**src/inc/ssq_pkg.sv**
```systemverilog
// package: constants and types of the soft-start sequencer
package ssq_pkg;
	// ****************************************
	// timing
	// ****************************************
	localparam int CLK_PERIOD_NS = 100; // 10 MHz system clock
	localparam int SHARE_TICK_NS = 10000; // nominal shared time-base period
	localparam int SHARE_HALF_CYC = SHARE_TICK_NS / CLK_PERIOD_NS / 2;
	localparam int STEP_US = 100; // ramp step interval
	localparam int STEP_TICKS = STEP_US * 1000 / SHARE_TICK_NS;
	localparam int RISE_UNIT_US = SHARE_TICK_NS / 1000; // rise time lsb
	localparam int RISE_MIN_US = 250; // below this the ramp is skipped
	localparam int RISE_MIN_UNITS = RISE_MIN_US / RISE_UNIT_US;
	localparam int RISE_MAX_MS = 1300; // rise time ceiling
	localparam int RISE_MAX_UNITS = RISE_MAX_MS * 1000 / RISE_UNIT_US;
	localparam int GLITCH_US = 70; // unfiltered uv deglitch time
	localparam int GLITCH_CYC = (GLITCH_US * 1000 + CLK_PERIOD_NS - 1) / CLK_PERIOD_NS;
	localparam int SERVO_MS = 90; // servo step period
	localparam int SERVO_CYC = SERVO_MS * 1000000 / CLK_PERIOD_NS;
	// ****************************************
	// register map
	// ****************************************
	localparam logic [11:0] ADDR_CFG = 12'h000;
	localparam logic [11:0] ADDR_DELAY = 12'h004;
	localparam logic [11:0] ADDR_RISE = 12'h008;
	localparam logic [11:0] ADDR_TONMAX = 12'h00c;
	localparam logic [11:0] ADDR_VCMD = 12'h010;
	localparam logic [11:0] ADDR_STATUS = 12'h014;
	localparam logic [11:0] ADDR_ADC = 12'h018;
	localparam int CFG_CCM_BIT = 0; // programmed conduction mode
	localparam int CFG_SERVO_BIT = 6; // servo enable
	localparam int CFG_RANGE_BIT = 8; // fine voltage range
	localparam int CFG_GPIO_EN_BIT = 9; // gpio release on uv
	localparam int CFG_UNF_BIT = 10; // unfiltered uv to gpio
	localparam int STAT_DCM_BIT = 8;
	localparam int STAT_SERVO_BIT = 9;
	localparam int STAT_DAC_LSB = 16;
	localparam logic [15:0] DELAY_RST = 16'h0000;
	localparam logic [17:0] RISE_RST = 18'h003e8;
	localparam logic [15:0] TONMAX_RST = 16'h0000;
	localparam logic [15:0] VCMD_RST = 16'h0000;
	localparam logic [1:0] RESP_OKAY = 2'h0;
	localparam logic [1:0] RESP_SLVERR = 2'h2;
	// ****************************************
	// pin inputs, index into synchroniser
	// ****************************************
	localparam int PIN_RUN = 0;
	localparam int PIN_SHARE = 1;
	localparam int PIN_INIT = 2;
	localparam int PIN_VIN = 3;
	localparam int PIN_REV = 4;
	localparam int PIN_UV = 5;
	localparam int PIN_OC = 6;
	localparam int PIN_N = 7;
	// ****************************************
	// types
	// ****************************************
	typedef struct packed {
		logic ccm;
		logic servo_en;
		logic range_fine;
		logic gpio_en;
		logic unf_sel;
		logic [15:0] delay;
		logic [17:0] rise;
		logic [15:0] ton_max;
		logic [15:0] vcmd;
	} ssq_cfg_type;
	typedef enum logic [6:0] {
		ST_HOLD = 7'h01,
		ST_WAIT = 7'h02,
		ST_DELAY = 7'h04,
		ST_DIV = 7'h08,
		ST_RAMP = 7'h10,
		ST_SETTLE = 7'h20,
		ST_ON = 7'h40
	} ssq_state_type;
endpackage : ssq_pkg

```
**src/core/ssq_sequencer.sv**
```systemverilog
// module: run-line, delay, soft-start ramp and servo logic for one channel
// Functional notes
// - hold run low until initialised and input good
// - shared run line waits for every peer
// - wait turn-on delay after run release
// - delays count on the shared time base
// - ramp target from zero to set point
// - rise under 0.25 ms skips the ramp
// - step count is rise time over 0.1 ms
// - discontinuous mode throughout the rise ramp
// - bottom gate off on reverse current in discontinuous mode
// - gpio released once output above uv
// - unfiltered uv passes a 70 us filter
// - servo enabled by config bit 6
// - servo moves dac one lsb per 90 ms
// - servo waits for max turn-on time
// - zero limit: ramp done, above uv, no oc
// - programmed conduction mode when servo may start
// - rise time capped at 1.3 s
`timescale 1ns/1ps
module ssq_sequencer
#(
	parameter int SERVO_PERIOD = ssq_pkg::SERVO_CYC
)
(
	input wire logic clk,
	input wire logic rstn,
	input wire logic [11:0] awaddr,
	input wire logic awvalid,
	output logic awready,
	input wire logic [31:0] wdata,
	input wire logic [3:0] wstrb,
	input wire logic wvalid,
	output logic wready,
	output logic [1:0] bresp,
	output logic bvalid,
	input wire logic bready,
	input wire logic [11:0] araddr,
	input wire logic arvalid,
	output logic arready,
	output logic [31:0] rdata,
	output logic [1:0] rresp,
	output logic rvalid,
	input wire logic rready,
	input wire logic run_in,
	output logic run_out,
	output logic run_oe,
	input wire logic share_in,
	output logic share_out,
	output logic share_oe,
	input wire logic gpio_in,
	output logic gpio_out,
	output logic gpio_oe,
	input wire logic init_done,
	input wire logic vin_above_on,
	input wire logic rev_current,
	input wire logic vout_uv_filt,
	input wire logic vout_uv_raw,
	input wire logic output_overcurrent_flag,
	input wire logic [15:0] adc_vout,
	output logic [15:0] dac_code,
	output logic pwm_dcm,
	output logic pwm_active,
	output logic bottom_gate_off,
	output logic servo_active,
	output logic volt_range_fine
);
	import ssq_pkg::*;
	// ****************************************
	// declarations
	// ****************************************
	ssq_cfg_type cfg; // software settings
	ssq_state_type state;
	ssq_state_type next_state;
	logic [PIN_N-1:0] s1; // first stage, read by s2 only
	logic [PIN_N-1:0] s2;
	logic [PIN_N-1:0] s3;
	logic [PIN_N-1:0] pin; // agreed pin levels
	logic share_prev; // time-base edge detect
	logic share_tick; // one pulse per shared time-base period
	logic [6:0] div_cnt; // own time-base divider
	logic [15:0] tick_cnt; // delay count in time-base ticks
	logic [15:0] ton_cnt; // ticks since ramp start
	logic [4:0] bit_cnt; // divider iterations left
	logic [18:0] rem; // divider remainder
	logic [19:0] quo; // divider quotient
	logic [18:0] rem_sh;
	logic [3:0] step_sub; // ticks inside one step
	logic [17:0] elapsed; // ticks covered by steps so far
	logic [17:0] rise_eff; // capped rise time
	logic step_due;
	logic last_step;
	logic skip_ramp;
	logic engage_ok;
	logic [19:0] servo_cnt;
	logic servo_tick;
	logic uv_deg; // deglitched raw uv
	logic uv_sel;
	logic aw_full; // address held
	logic w_full; // data held
	logic [11:0] aw_addr;
	logic [31:0] w_data;
	logic [3:0] w_strb;
	logic [31:0] wr_old; // register word at the held write address
	logic [31:0] wr_new; // that word with the held write merged in
	// ****************************************
	// helpers
	// ****************************************
	// merge a write into an old word under byte strobes
	function automatic logic [31:0] merge(input logic [31:0] old, input logic [31:0] nw,
		input logic [3:0] strb);
		logic [31:0] r;
		r = old;
		for (int i = 0; i < 4; i++)
			if (strb[i])
				r[i*8 +: 8] = nw[i*8 +: 8];
		return r;
	endfunction : merge
	// pack the mode bits into their register word, shared by read and write paths
	function automatic logic [31:0] cfg_word(input ssq_cfg_type c);
		logic [31:0] r;
		r = 32'h00000000;
		r[CFG_CCM_BIT] = c.ccm;
		r[CFG_SERVO_BIT] = c.servo_en;
		r[CFG_RANGE_BIT] = c.range_fine;
		r[CFG_GPIO_EN_BIT] = c.gpio_en;
		r[CFG_UNF_BIT] = c.unf_sel;
		return r;
	endfunction : cfg_word
	// ****************************************
	// pin synchroniser
	// ****************************************
	always_ff @(posedge clk or negedge rstn)
	begin
		if (!rstn)
		begin
			s1 <= '0;
			s2 <= '0;
			s3 <= '0;
			pin <= '0;
		end
		else
		begin
			s1 <= {output_overcurrent_flag, vout_uv_filt, rev_current, vin_above_on, init_done, share_in,
				run_in};
			s2 <= s1;
			s3 <= s2;
			pin <= (s2 & s3) | (pin & (s2 ^ s3)); // change once two stages agree
		end
	end
	// raw uv path through its own filter
	ssq_deglitch u_deglitch
	(
		.clk(clk),
		.rstn(rstn),
		.raw(vout_uv_raw),
		.filt(uv_deg)
	);
	// ****************************************
	// shared time base
	// ****************************************
	// pull the line low for half our period; the fastest peer wins the line
	always_ff @(posedge clk or negedge rstn)
	begin
		if (!rstn)
		begin
			div_cnt <= 7'h00;
			share_oe <= 1'b1;
			share_prev <= 1'b0;
		end
		else
		begin
			div_cnt <= (div_cnt == 7'(2 * SHARE_HALF_CYC - 1)) ? 7'h00 : div_cnt + 7'h01;
			share_oe <= !pin[PIN_INIT] || div_cnt < 7'(SHARE_HALF_CYC);
			share_prev <= pin[PIN_SHARE];
		end
	end
	assign share_tick = pin[PIN_SHARE] && !share_prev;
	assign share_out = 1'b0;
	// ****************************************
	// sequence state machine
	// ****************************************
	assign rise_eff = (cfg.rise > 18'(RISE_MAX_UNITS)) ? 18'(RISE_MAX_UNITS) : cfg.rise;
	assign skip_ramp = rise_eff < 18'(RISE_MIN_UNITS);
	assign step_due = share_tick && step_sub == 4'(STEP_TICKS - 1);
	assign last_step = ({1'b0, elapsed} + 19'(2 * STEP_TICKS)) > {1'b0, rise_eff};
	assign engage_ok = !pin[PIN_UV] && !pin[PIN_OC]
		&& (cfg.ton_max == 16'h0000 || ton_cnt >= cfg.ton_max);
	always_comb
	begin
		next_state = state;
		case (state)
			ST_HOLD: if (pin[PIN_INIT] && pin[PIN_VIN]) next_state = ST_WAIT;
			ST_WAIT: if (pin[PIN_RUN]) next_state = ST_DELAY;
			ST_DELAY: if (tick_cnt >= cfg.delay) next_state = skip_ramp ? ST_SETTLE : ST_DIV;
			ST_DIV: if (bit_cnt == 5'h00) next_state = ST_RAMP;
			ST_RAMP: if (step_due && last_step) next_state = ST_SETTLE;
			ST_SETTLE: if (engage_ok) next_state = ST_ON;
			ST_ON: next_state = ST_ON;
			default: next_state = ST_HOLD;
		endcase
		if (!(pin[PIN_INIT] && pin[PIN_VIN]))
			next_state = ST_HOLD;
		else if (!pin[PIN_RUN] && state != ST_HOLD)
			next_state = ST_WAIT;
	end
	always_ff @(posedge clk or negedge rstn)
	begin
		if (!rstn)
			state <= ST_HOLD;
		else
			state <= next_state;
	end
	// ****************************************
	// delay and turn-on timers
	// ****************************************
	always_ff @(posedge clk or negedge rstn)
	begin
		if (!rstn)
		begin
			tick_cnt <= 16'h0000;
			ton_cnt <= 16'h0000;
		end
		else
		begin
			if (state != ST_DELAY)
				tick_cnt <= 16'h0000;
			else if (share_tick && tick_cnt != 16'hffff)
				tick_cnt <= tick_cnt + 16'h0001;
			if (state == ST_HOLD || state == ST_WAIT || state == ST_DELAY)
				ton_cnt <= 16'h0000;
			else if (share_tick && ton_cnt != 16'hffff)
				ton_cnt <= ton_cnt + 16'h0001;
		end
	end
	// ****************************************
	// step size: set point over step count
	// ****************************************
	assign rem_sh = {rem[17:0], quo[19]};
	always_ff @(posedge clk or negedge rstn)
	begin
		if (!rstn)
		begin
			bit_cnt <= 5'h00;
			rem <= 19'h00000;
			quo <= 20'h00000;
		end
		else if (state == ST_DELAY)
		begin
			bit_cnt <= 5'h14;
			rem <= 19'h00000;
			quo <= 20'(cfg.vcmd * STEP_TICKS);
		end
		else if (state == ST_DIV && bit_cnt != 5'h00)
		begin
			bit_cnt <= bit_cnt - 5'h01;
			if (rem_sh >= {1'b0, rise_eff})
			begin
				rem <= rem_sh - {1'b0, rise_eff};
				quo <= {quo[18:0], 1'b1};
			end
			else
			begin
				rem <= rem_sh;
				quo <= {quo[18:0], 1'b0};
			end
		end
	end
	// ****************************************
	// ramp steps and servo period
	// ****************************************
	always_ff @(posedge clk or negedge rstn)
	begin
		if (!rstn)
		begin
			step_sub <= 4'h0;
			elapsed <= 18'h00000;
			servo_cnt <= 20'h00000;
		end
		else
		begin
			if (state != ST_RAMP)
			begin
				step_sub <= 4'h0;
				elapsed <= 18'h00000;
			end
			else if (step_due)
			begin
				step_sub <= 4'h0;
				elapsed <= elapsed + 18'(STEP_TICKS);
			end
			else if (share_tick)
				step_sub <= step_sub + 4'h1;
			if (!servo_active || servo_tick)
				servo_cnt <= 20'h00000;
			else
				servo_cnt <= servo_cnt + 20'h00001;
		end
	end
	assign servo_tick = servo_active && servo_cnt == 20'(SERVO_PERIOD - 1);
	// target: zero, ramp, set point, then servo trim
	always_ff @(posedge clk or negedge rstn)
	begin
		if (!rstn)
			dac_code <= 16'h0000;
		else if (next_state == ST_HOLD || next_state == ST_WAIT || state == ST_DELAY
			&& next_state != ST_SETTLE || state == ST_DIV)
			dac_code <= 16'h0000;
		else if (state == ST_DELAY)
			dac_code <= cfg.vcmd;
		else if (state == ST_RAMP && step_due)
			dac_code <= last_step ? cfg.vcmd : dac_code + quo[15:0];
		else if (servo_tick && adc_vout < cfg.vcmd && dac_code != 16'hffff)
			dac_code <= dac_code + 16'h0001;
		else if (servo_tick && adc_vout > cfg.vcmd && dac_code != 16'h0000)
			dac_code <= dac_code - 16'h0001;
	end
	// ****************************************
	// mode and pin outputs
	// ****************************************
	assign uv_sel = cfg.unf_sel ? uv_deg : pin[PIN_UV];
	always_ff @(posedge clk or negedge rstn)
	begin
		if (!rstn)
		begin
			run_oe <= 1'b1;
			pwm_dcm <= 1'b1;
			pwm_active <= 1'b0;
			bottom_gate_off <= 1'b0;
			servo_active <= 1'b0;
			gpio_oe <= 1'b0;
		end
		else
		begin
			run_oe <= next_state == ST_HOLD;
			pwm_dcm <= (next_state == ST_ON) ? !cfg.ccm : 1'b1;
			pwm_active <= next_state == ST_RAMP || next_state == ST_SETTLE
				|| next_state == ST_ON;
			bottom_gate_off <= pwm_dcm && pin[PIN_REV];
			servo_active <= next_state == ST_ON && cfg.servo_en;
			gpio_oe <= cfg.gpio_en && uv_sel;
		end
	end
	assign run_out = 1'b0;
	assign gpio_out = 1'b0;
	assign volt_range_fine = cfg.range_fine;
	// ****************************************
	// axi4-lite slave
	// ****************************************
	assign awready = !aw_full && !bvalid;
	assign wready = !w_full && !bvalid;
	assign arready = !rvalid;
	// old word of the addressed register, then the strobed write laid over it
	always_comb
	begin
		case (aw_addr)
			ADDR_CFG: wr_old = cfg_word(cfg);
			ADDR_DELAY: wr_old = 32'(cfg.delay);
			ADDR_RISE: wr_old = 32'(cfg.rise);
			ADDR_TONMAX: wr_old = 32'(cfg.ton_max);
			ADDR_VCMD: wr_old = 32'(cfg.vcmd);
			default: wr_old = 32'h00000000; // read-only or unmapped
		endcase
		wr_new = merge(wr_old, w_data, w_strb);
	end
	always_ff @(posedge clk or negedge rstn)
	begin
		if (!rstn)
		begin
			aw_full <= 1'b0;
			w_full <= 1'b0;
			aw_addr <= 12'h000;
			w_data <= 32'h00000000;
			w_strb <= 4'h0;
			bvalid <= 1'b0;
			bresp <= RESP_OKAY;
			cfg <= {5'h00, DELAY_RST, RISE_RST, TONMAX_RST, VCMD_RST};
		end
		else
		begin
			if (awvalid && awready)
			begin
				aw_full <= 1'b1;
				aw_addr <= awaddr;
			end
			if (wvalid && wready)
			begin
				w_full <= 1'b1;
				w_data <= wdata;
				w_strb <= wstrb;
			end
			if (bvalid && bready)
				bvalid <= 1'b0;
			else if (aw_full && w_full)
			begin
				aw_full <= 1'b0;
				w_full <= 1'b0;
				bvalid <= 1'b1;
				bresp <= RESP_OKAY;
				case (aw_addr)
					ADDR_CFG:
					begin
						cfg.ccm <= wr_new[CFG_CCM_BIT];
						cfg.servo_en <= wr_new[CFG_SERVO_BIT];
						cfg.range_fine <= wr_new[CFG_RANGE_BIT];
						cfg.gpio_en <= wr_new[CFG_GPIO_EN_BIT];
						cfg.unf_sel <= wr_new[CFG_UNF_BIT];
					end
					ADDR_DELAY: cfg.delay <= wr_new[15:0];
					ADDR_RISE: cfg.rise <= wr_new[17:0];
					ADDR_TONMAX: cfg.ton_max <= wr_new[15:0];
					ADDR_VCMD: cfg.vcmd <= wr_new[15:0];
					default: bresp <= RESP_SLVERR; // read-only or unmapped
				endcase
			end
		end
	end
	// read side, one cycle after address
	always_ff @(posedge clk or negedge rstn)
	begin
		if (!rstn)
		begin
			rvalid <= 1'b0;
			rdata <= 32'h00000000;
			rresp <= RESP_OKAY;
		end
		else if (rvalid && rready)
			rvalid <= 1'b0;
		else if (arvalid && arready)
		begin
			rvalid <= 1'b1;
			rresp <= RESP_OKAY;
			rdata <= 32'h00000000;
			case (araddr)
				ADDR_CFG: rdata <= cfg_word(cfg);
				ADDR_DELAY: rdata <= 32'(cfg.delay);
				ADDR_RISE: rdata <= 32'(cfg.rise);
				ADDR_TONMAX: rdata <= 32'(cfg.ton_max);
				ADDR_VCMD: rdata <= 32'(cfg.vcmd);
				ADDR_STATUS: rdata <= 32'(state) | (32'(pwm_dcm) << STAT_DCM_BIT)
					| (32'(servo_active) << STAT_SERVO_BIT)
					| (32'(dac_code) << STAT_DAC_LSB);
				ADDR_ADC: rdata <= 32'(adc_vout);
				default: rresp <= RESP_SLVERR;
			endcase
		end
	end
endmodule : ssq_sequencer

```
**src/core/ssq_deglitch.sv**
```systemverilog
// module: synchroniser and stability filter for the raw uv comparator
`timescale 1ns/1ps
module ssq_deglitch
(
	input wire logic clk,
	input wire logic rstn,
	input wire logic raw,
	output logic filt
);
	import ssq_pkg::*;
	logic s1; // first stage, read by s2 only
	logic s2;
	logic s3;
	logic [9:0] cnt; // stable time so far
	// ****************************************
	// three-stage synchroniser
	// ****************************************
	always_ff @(posedge clk or negedge rstn)
	begin
		if (!rstn)
		begin
			s1 <= 1'b0;
			s2 <= 1'b0;
			s3 <= 1'b0;
		end
		else
		begin
			s1 <= raw;
			s2 <= s1;
			s3 <= s2;
		end
	end
	// follow only after the new level has held the whole filter time
	always_ff @(posedge clk or negedge rstn)
	begin
		if (!rstn)
		begin
			cnt <= 10'h000;
			filt <= 1'b0;
		end
		else if (s2 != s3 || s3 == filt)
			cnt <= 10'h000; // disagreement or no change
		else if (cnt == 10'(GLITCH_CYC - 1))
		begin
			filt <= s3;
			cnt <= 10'h000;
		end
		else
			cnt <= cnt + 10'h001;
	end
endmodule : ssq_deglitch

```
**config.mk**
```make
export PLATFORM = sky130hd
export DESIGN_NAME = ssq_sequencer
export DESIGN_NICKNAME = d
export VERILOG_FILES = /design/src/inc/ssq_pkg.sv /design/src/core/ssq_sequencer.sv /design/src/core/ssq_deglitch.sv
export SDC_FILE = /design/constraint.sdc
export NUM_CORES = 1
export LEC_CHECK = 0
export ABC_CLOCK_PERIOD_IN_PS = 6000
export BUFFER_PORTS_ARGS = -buffer_cell sky130_fd_sc_hd__buf_2
export CORE_UTILIZATION = 60
export DETAILED_ROUTE_END_ITERATION = 7
export PLACE_DENSITY_LB_ADDON = 0.12
export SYNTH_ARGS = -nofsm -noshare
export SYNTH_HDL_FRONTEND = slang
export SYNTH_SLANG_ARGS = --single-unit
```
**constraint.sdc**
```tcl
create_clock -name clk -period 6 [get_ports clk]
set_input_delay 0.6 -clock clk [delete_from_list [all_inputs] [get_ports clk]]
set_output_delay 0.6 -clock clk [all_outputs]
set_load 0.02 [all_outputs]
```
==> impl_metrics.ini <==
[drt]
route.detailed.drc = 0
avgRoutedWirePerCell_um = 21.0
wirelength_um = 58300
drt_iter0_drc = 1753
drtAntennaViolNets = 0
dr.pass1.iters = 7
viasPerCell = 6.40
vias = 17721

[placement]
hpwlAfterDp_um = 42900
place_ws_ns = 1.42
gp_congestion = 1.02
port_buffers = 138

[synth]
yosysWarnings = 0
synthFlopType = dfrtp_1
syn_area_mm2 = 0.0204
synth_seq_area_share = 0.415
synth.avg_cell_area_um2 = 9.39
synth-async-reset-ratio = 1.00
synth_edf_count = 0
ys_types = 85
yosys_register_bits = 338
syn_inst = 2173

[sta]
tightest_slew_ns = 1.28
setup_violations = 0
fin_crit_sh = 0.780
fin_worst_skew_ns = 0.0166
min_period_ns = 4.68
tns_ns = 0
finalHoldViolations = 0
hold_ws_ns = 0.157
clock.fmax_ghz = 0.214
setup_ws_ns = 1.32
rsz0062_at_grt = no
slew_headroom = 0.142
finalMaxSlewViolations = 0

[clock_network]
tritoncts = yes
cts_buffer_depth = 3
postCtsSetupRepairBufs = 0
clk_pin_slew_ns = 0.06
clock_sinks = 338
cts_buffers = 37
cts-root-buf = clkbuf_16
cts-hold-fix-buffers = 0
insertion_delay_ns = 0.53
ctsResizeCount = 0
htree_num_levels = 2

[floorplan]
die_area_mm2 = 0.0348
die_height_um = 186
die_x_um = 186
core_mm2 = 0.0335
start_util = 0.609
placementRows = 67
pin_count = 160

[job]
drv_cap = 0

[pwr]
p_per_area_mw_per_mm2 = 261
leakage_nw = 10.5
netSwitchingPower_w = 0.00176
pwr-share-seq = 0.434
internal_power_w = 0.00419
total_power_w = 0.00595
power_frac_clock = 0.386
p_sw_frac = 0.296
combPwrFrac = 0.179
ir_drop_v = 0.000331

[setup_path]
cp-start-kind = flip-flop
critPathCaptureType = flip-flop
crit_buf_inv = 0
critPathKind = reg2reg
critPathMaxStageDelay_ns = 0.65
r2r-start = cfg[39]
path_cells = a41oi_1 > a2111oi_1 > or2_1 > nor2_1 > ha_1 > and3_1 > nand3_1 > or4_1 > a2111oi_2 > a21oi_2 > and3_1 > o31a_1 > or3_1
arrival_ns = 5.06
crit_required_ns = 6.38
ff2ff_path_depth = 13
cpLargestDelayFamily = simple AND/OR/NAND/NOR gates
crit_fanout = 8
rrSetupSlack_ns = 1.32
slowest_stage = dfstp_2
path_common_cell = and3_1
r2r_end = pwm_active

[cells_and_area]
multi_input_area_mm2 = 0.0113
drive_above_1_share = 0.133
final_core_util = 0.680
fillers = 2700
layout.nets = 2549
diodes = 0
register_area_mm2 = 0.00847
area_growth_pct = 11.7

[global_route]
first_global_vias = 16967
antenna_found_initial = 1
globalRouteOverflowTotal = 0
grt_pass1_wl_um = 93400
grt_start_max_net_pins = 138
track_usage = 0.337

[outcome]
status = finished, final reports clean

[worst_hold_path]
hp-class = in2async
-- power groups by stage --
stage	clock [W]	combinational (W)	sequential [W]
after global placement	0	0.00101	0.00261
after CTS	0.00233	0.00105	0.00258
final	0.00230	0.00107	0.00258
after floorplan	0	0.000732	0.00255
after global routing	0.00242	0.00117	0.00260
after detailed placement	0	0.00104	0.00262
-- how the worst max path moves through the flow --
stage | startpoint | end | slack (ns) | cells after the start
3_3_place_gp | adc_vout[7] | dac_code[15] | 1.45 | 17
4_1_cts | cfg[40] | pwm_active | 1.41 | 13
2_1_floorplan | adc_vout[5] | dac_code[15] | 1.73 | 15
6_report | cfg[39] | pwm_active | 1.32 | 13
5_1_grt | cfg[41] | pwm_active | 1.05 | 13
3_5_place_dp | adc_vout[5] | dac_code[15] | 1.42 | 17
-- routing by layer --
layer	vias up	wire, µm	share of wire	GRT usage
met2	825	25700	0.44	0.518
met4	2	2350	0.040	0.121
li1	8162	-	-	-
met5	-	12	0.00021	0
met3	148	5220	0.089	0.0607
met1	8584	25000	0.43	0.479
-- state kept, by name, indices dropped and copies added, names as in the netlist, 3 cells and up --
signal	flops
aw_addr	12
bit_cnt	5
cfg	70
dac_code	16
div_cnt	7
elapsed	17
pin	7
quo	20
rdata	32
rem	18
s1	7
s2	7
s3	7
servo_cnt	20
state	7
step_sub	4
tick_cnt	16
ton_cnt	16
u_deglitch.cnt	10
w_data	18
w_strb	3
-- layout by cell type, fill, tap and decap left out, drive strengths merged, types with 51 or more instances in the layout --
| cell type | netlist | layout |
|---|---|---|
| o21ai | 181 | 181 |
| clkbuf | 72 | 51 |
| inv | 92 | 94 |
| nand3 | 78 | 78 |
| a21oi | 105 | 105 |
| dfrtp | 328 | 328 |
| nand2 | 236 | 236 |
| ha | 156 | 156 |
| nor2 | 165 | 165 |
| buf | 19 | 171 |
| xor2 | 76 | 76 |
-- cell families after synthesis --
| family | after synthesis | share of synthesized area |
|---|---|---|
| other | 2 | 0.000368 |
| adders and majority gates | 161 | 0.100 |
| buffers and inverters | 184 | 0.0363 |
| muxes | 82 | 0.0430 |
| DFF | 338 | 0.415 |
| and+or+nand+nor | 701 | 0.164 |
| AOI/OAI and AO/OA | 580 | 0.187 |
| xor gates and xnor gates | 125 | 0.0536 |
-- stage by stage --
step,area [µm²],std cells
after detailed placement,21600,2706
after CTS,22800,2770
final,22800,2770
after floorplan,20400,2178
after global placement,21600,2706
after global routing,22800,2770
-- cell usage after synthesis (6+ instances only) --
master     instances  area, µm²
dfrtp_1          328       8210
nand2_1          236        886
nor2_1           164        616
o21ai_0          162        811
ha_1             156       1950
a21oi_1          103        515
inv_1             92        345
nand3_1           78        390
xor2_1            76        666
clkbuf_1          72        270
a21o_1            49        368
xnor2_1           49        429
mux2_2            45        507
a22oi_1           44        330
a211oi_1          41        308
nor3_1            38        190
mux2i_1           37        370
and3_1            28        175
or3_1             28        175
nand4_1           25        156
nor4_1            25        156
o21ai_1           18       90.1
nor2b_1           17        106
a22o_1            15        131
a31oi_1           15       93.8
o211ai_1          15        113
and4_1            12        105
o21a_1            11       82.6
a222oi_1          10        100
dfstp_2           10        263
a221o_1            9       90.1
a221oi_1           9       78.8
o21bai_1           9       67.6
o31ai_1            9       67.6
and2_1             8       50.1
buf_2              8       40.0
nand2b_1           7       43.8
o2111ai_1          6       52.6
-- layout make-up --
type                    count  share of cell area
multi-input cells        1656               0.494
inverters                  93              0.0153
flip-flops and latches    338               0.371
repair buffers            171              0.0421
clock inverters            13             0.00817
clock buffers              51              0.0442
well taps                 448              0.0246
(Power assumes the default switching activity.)
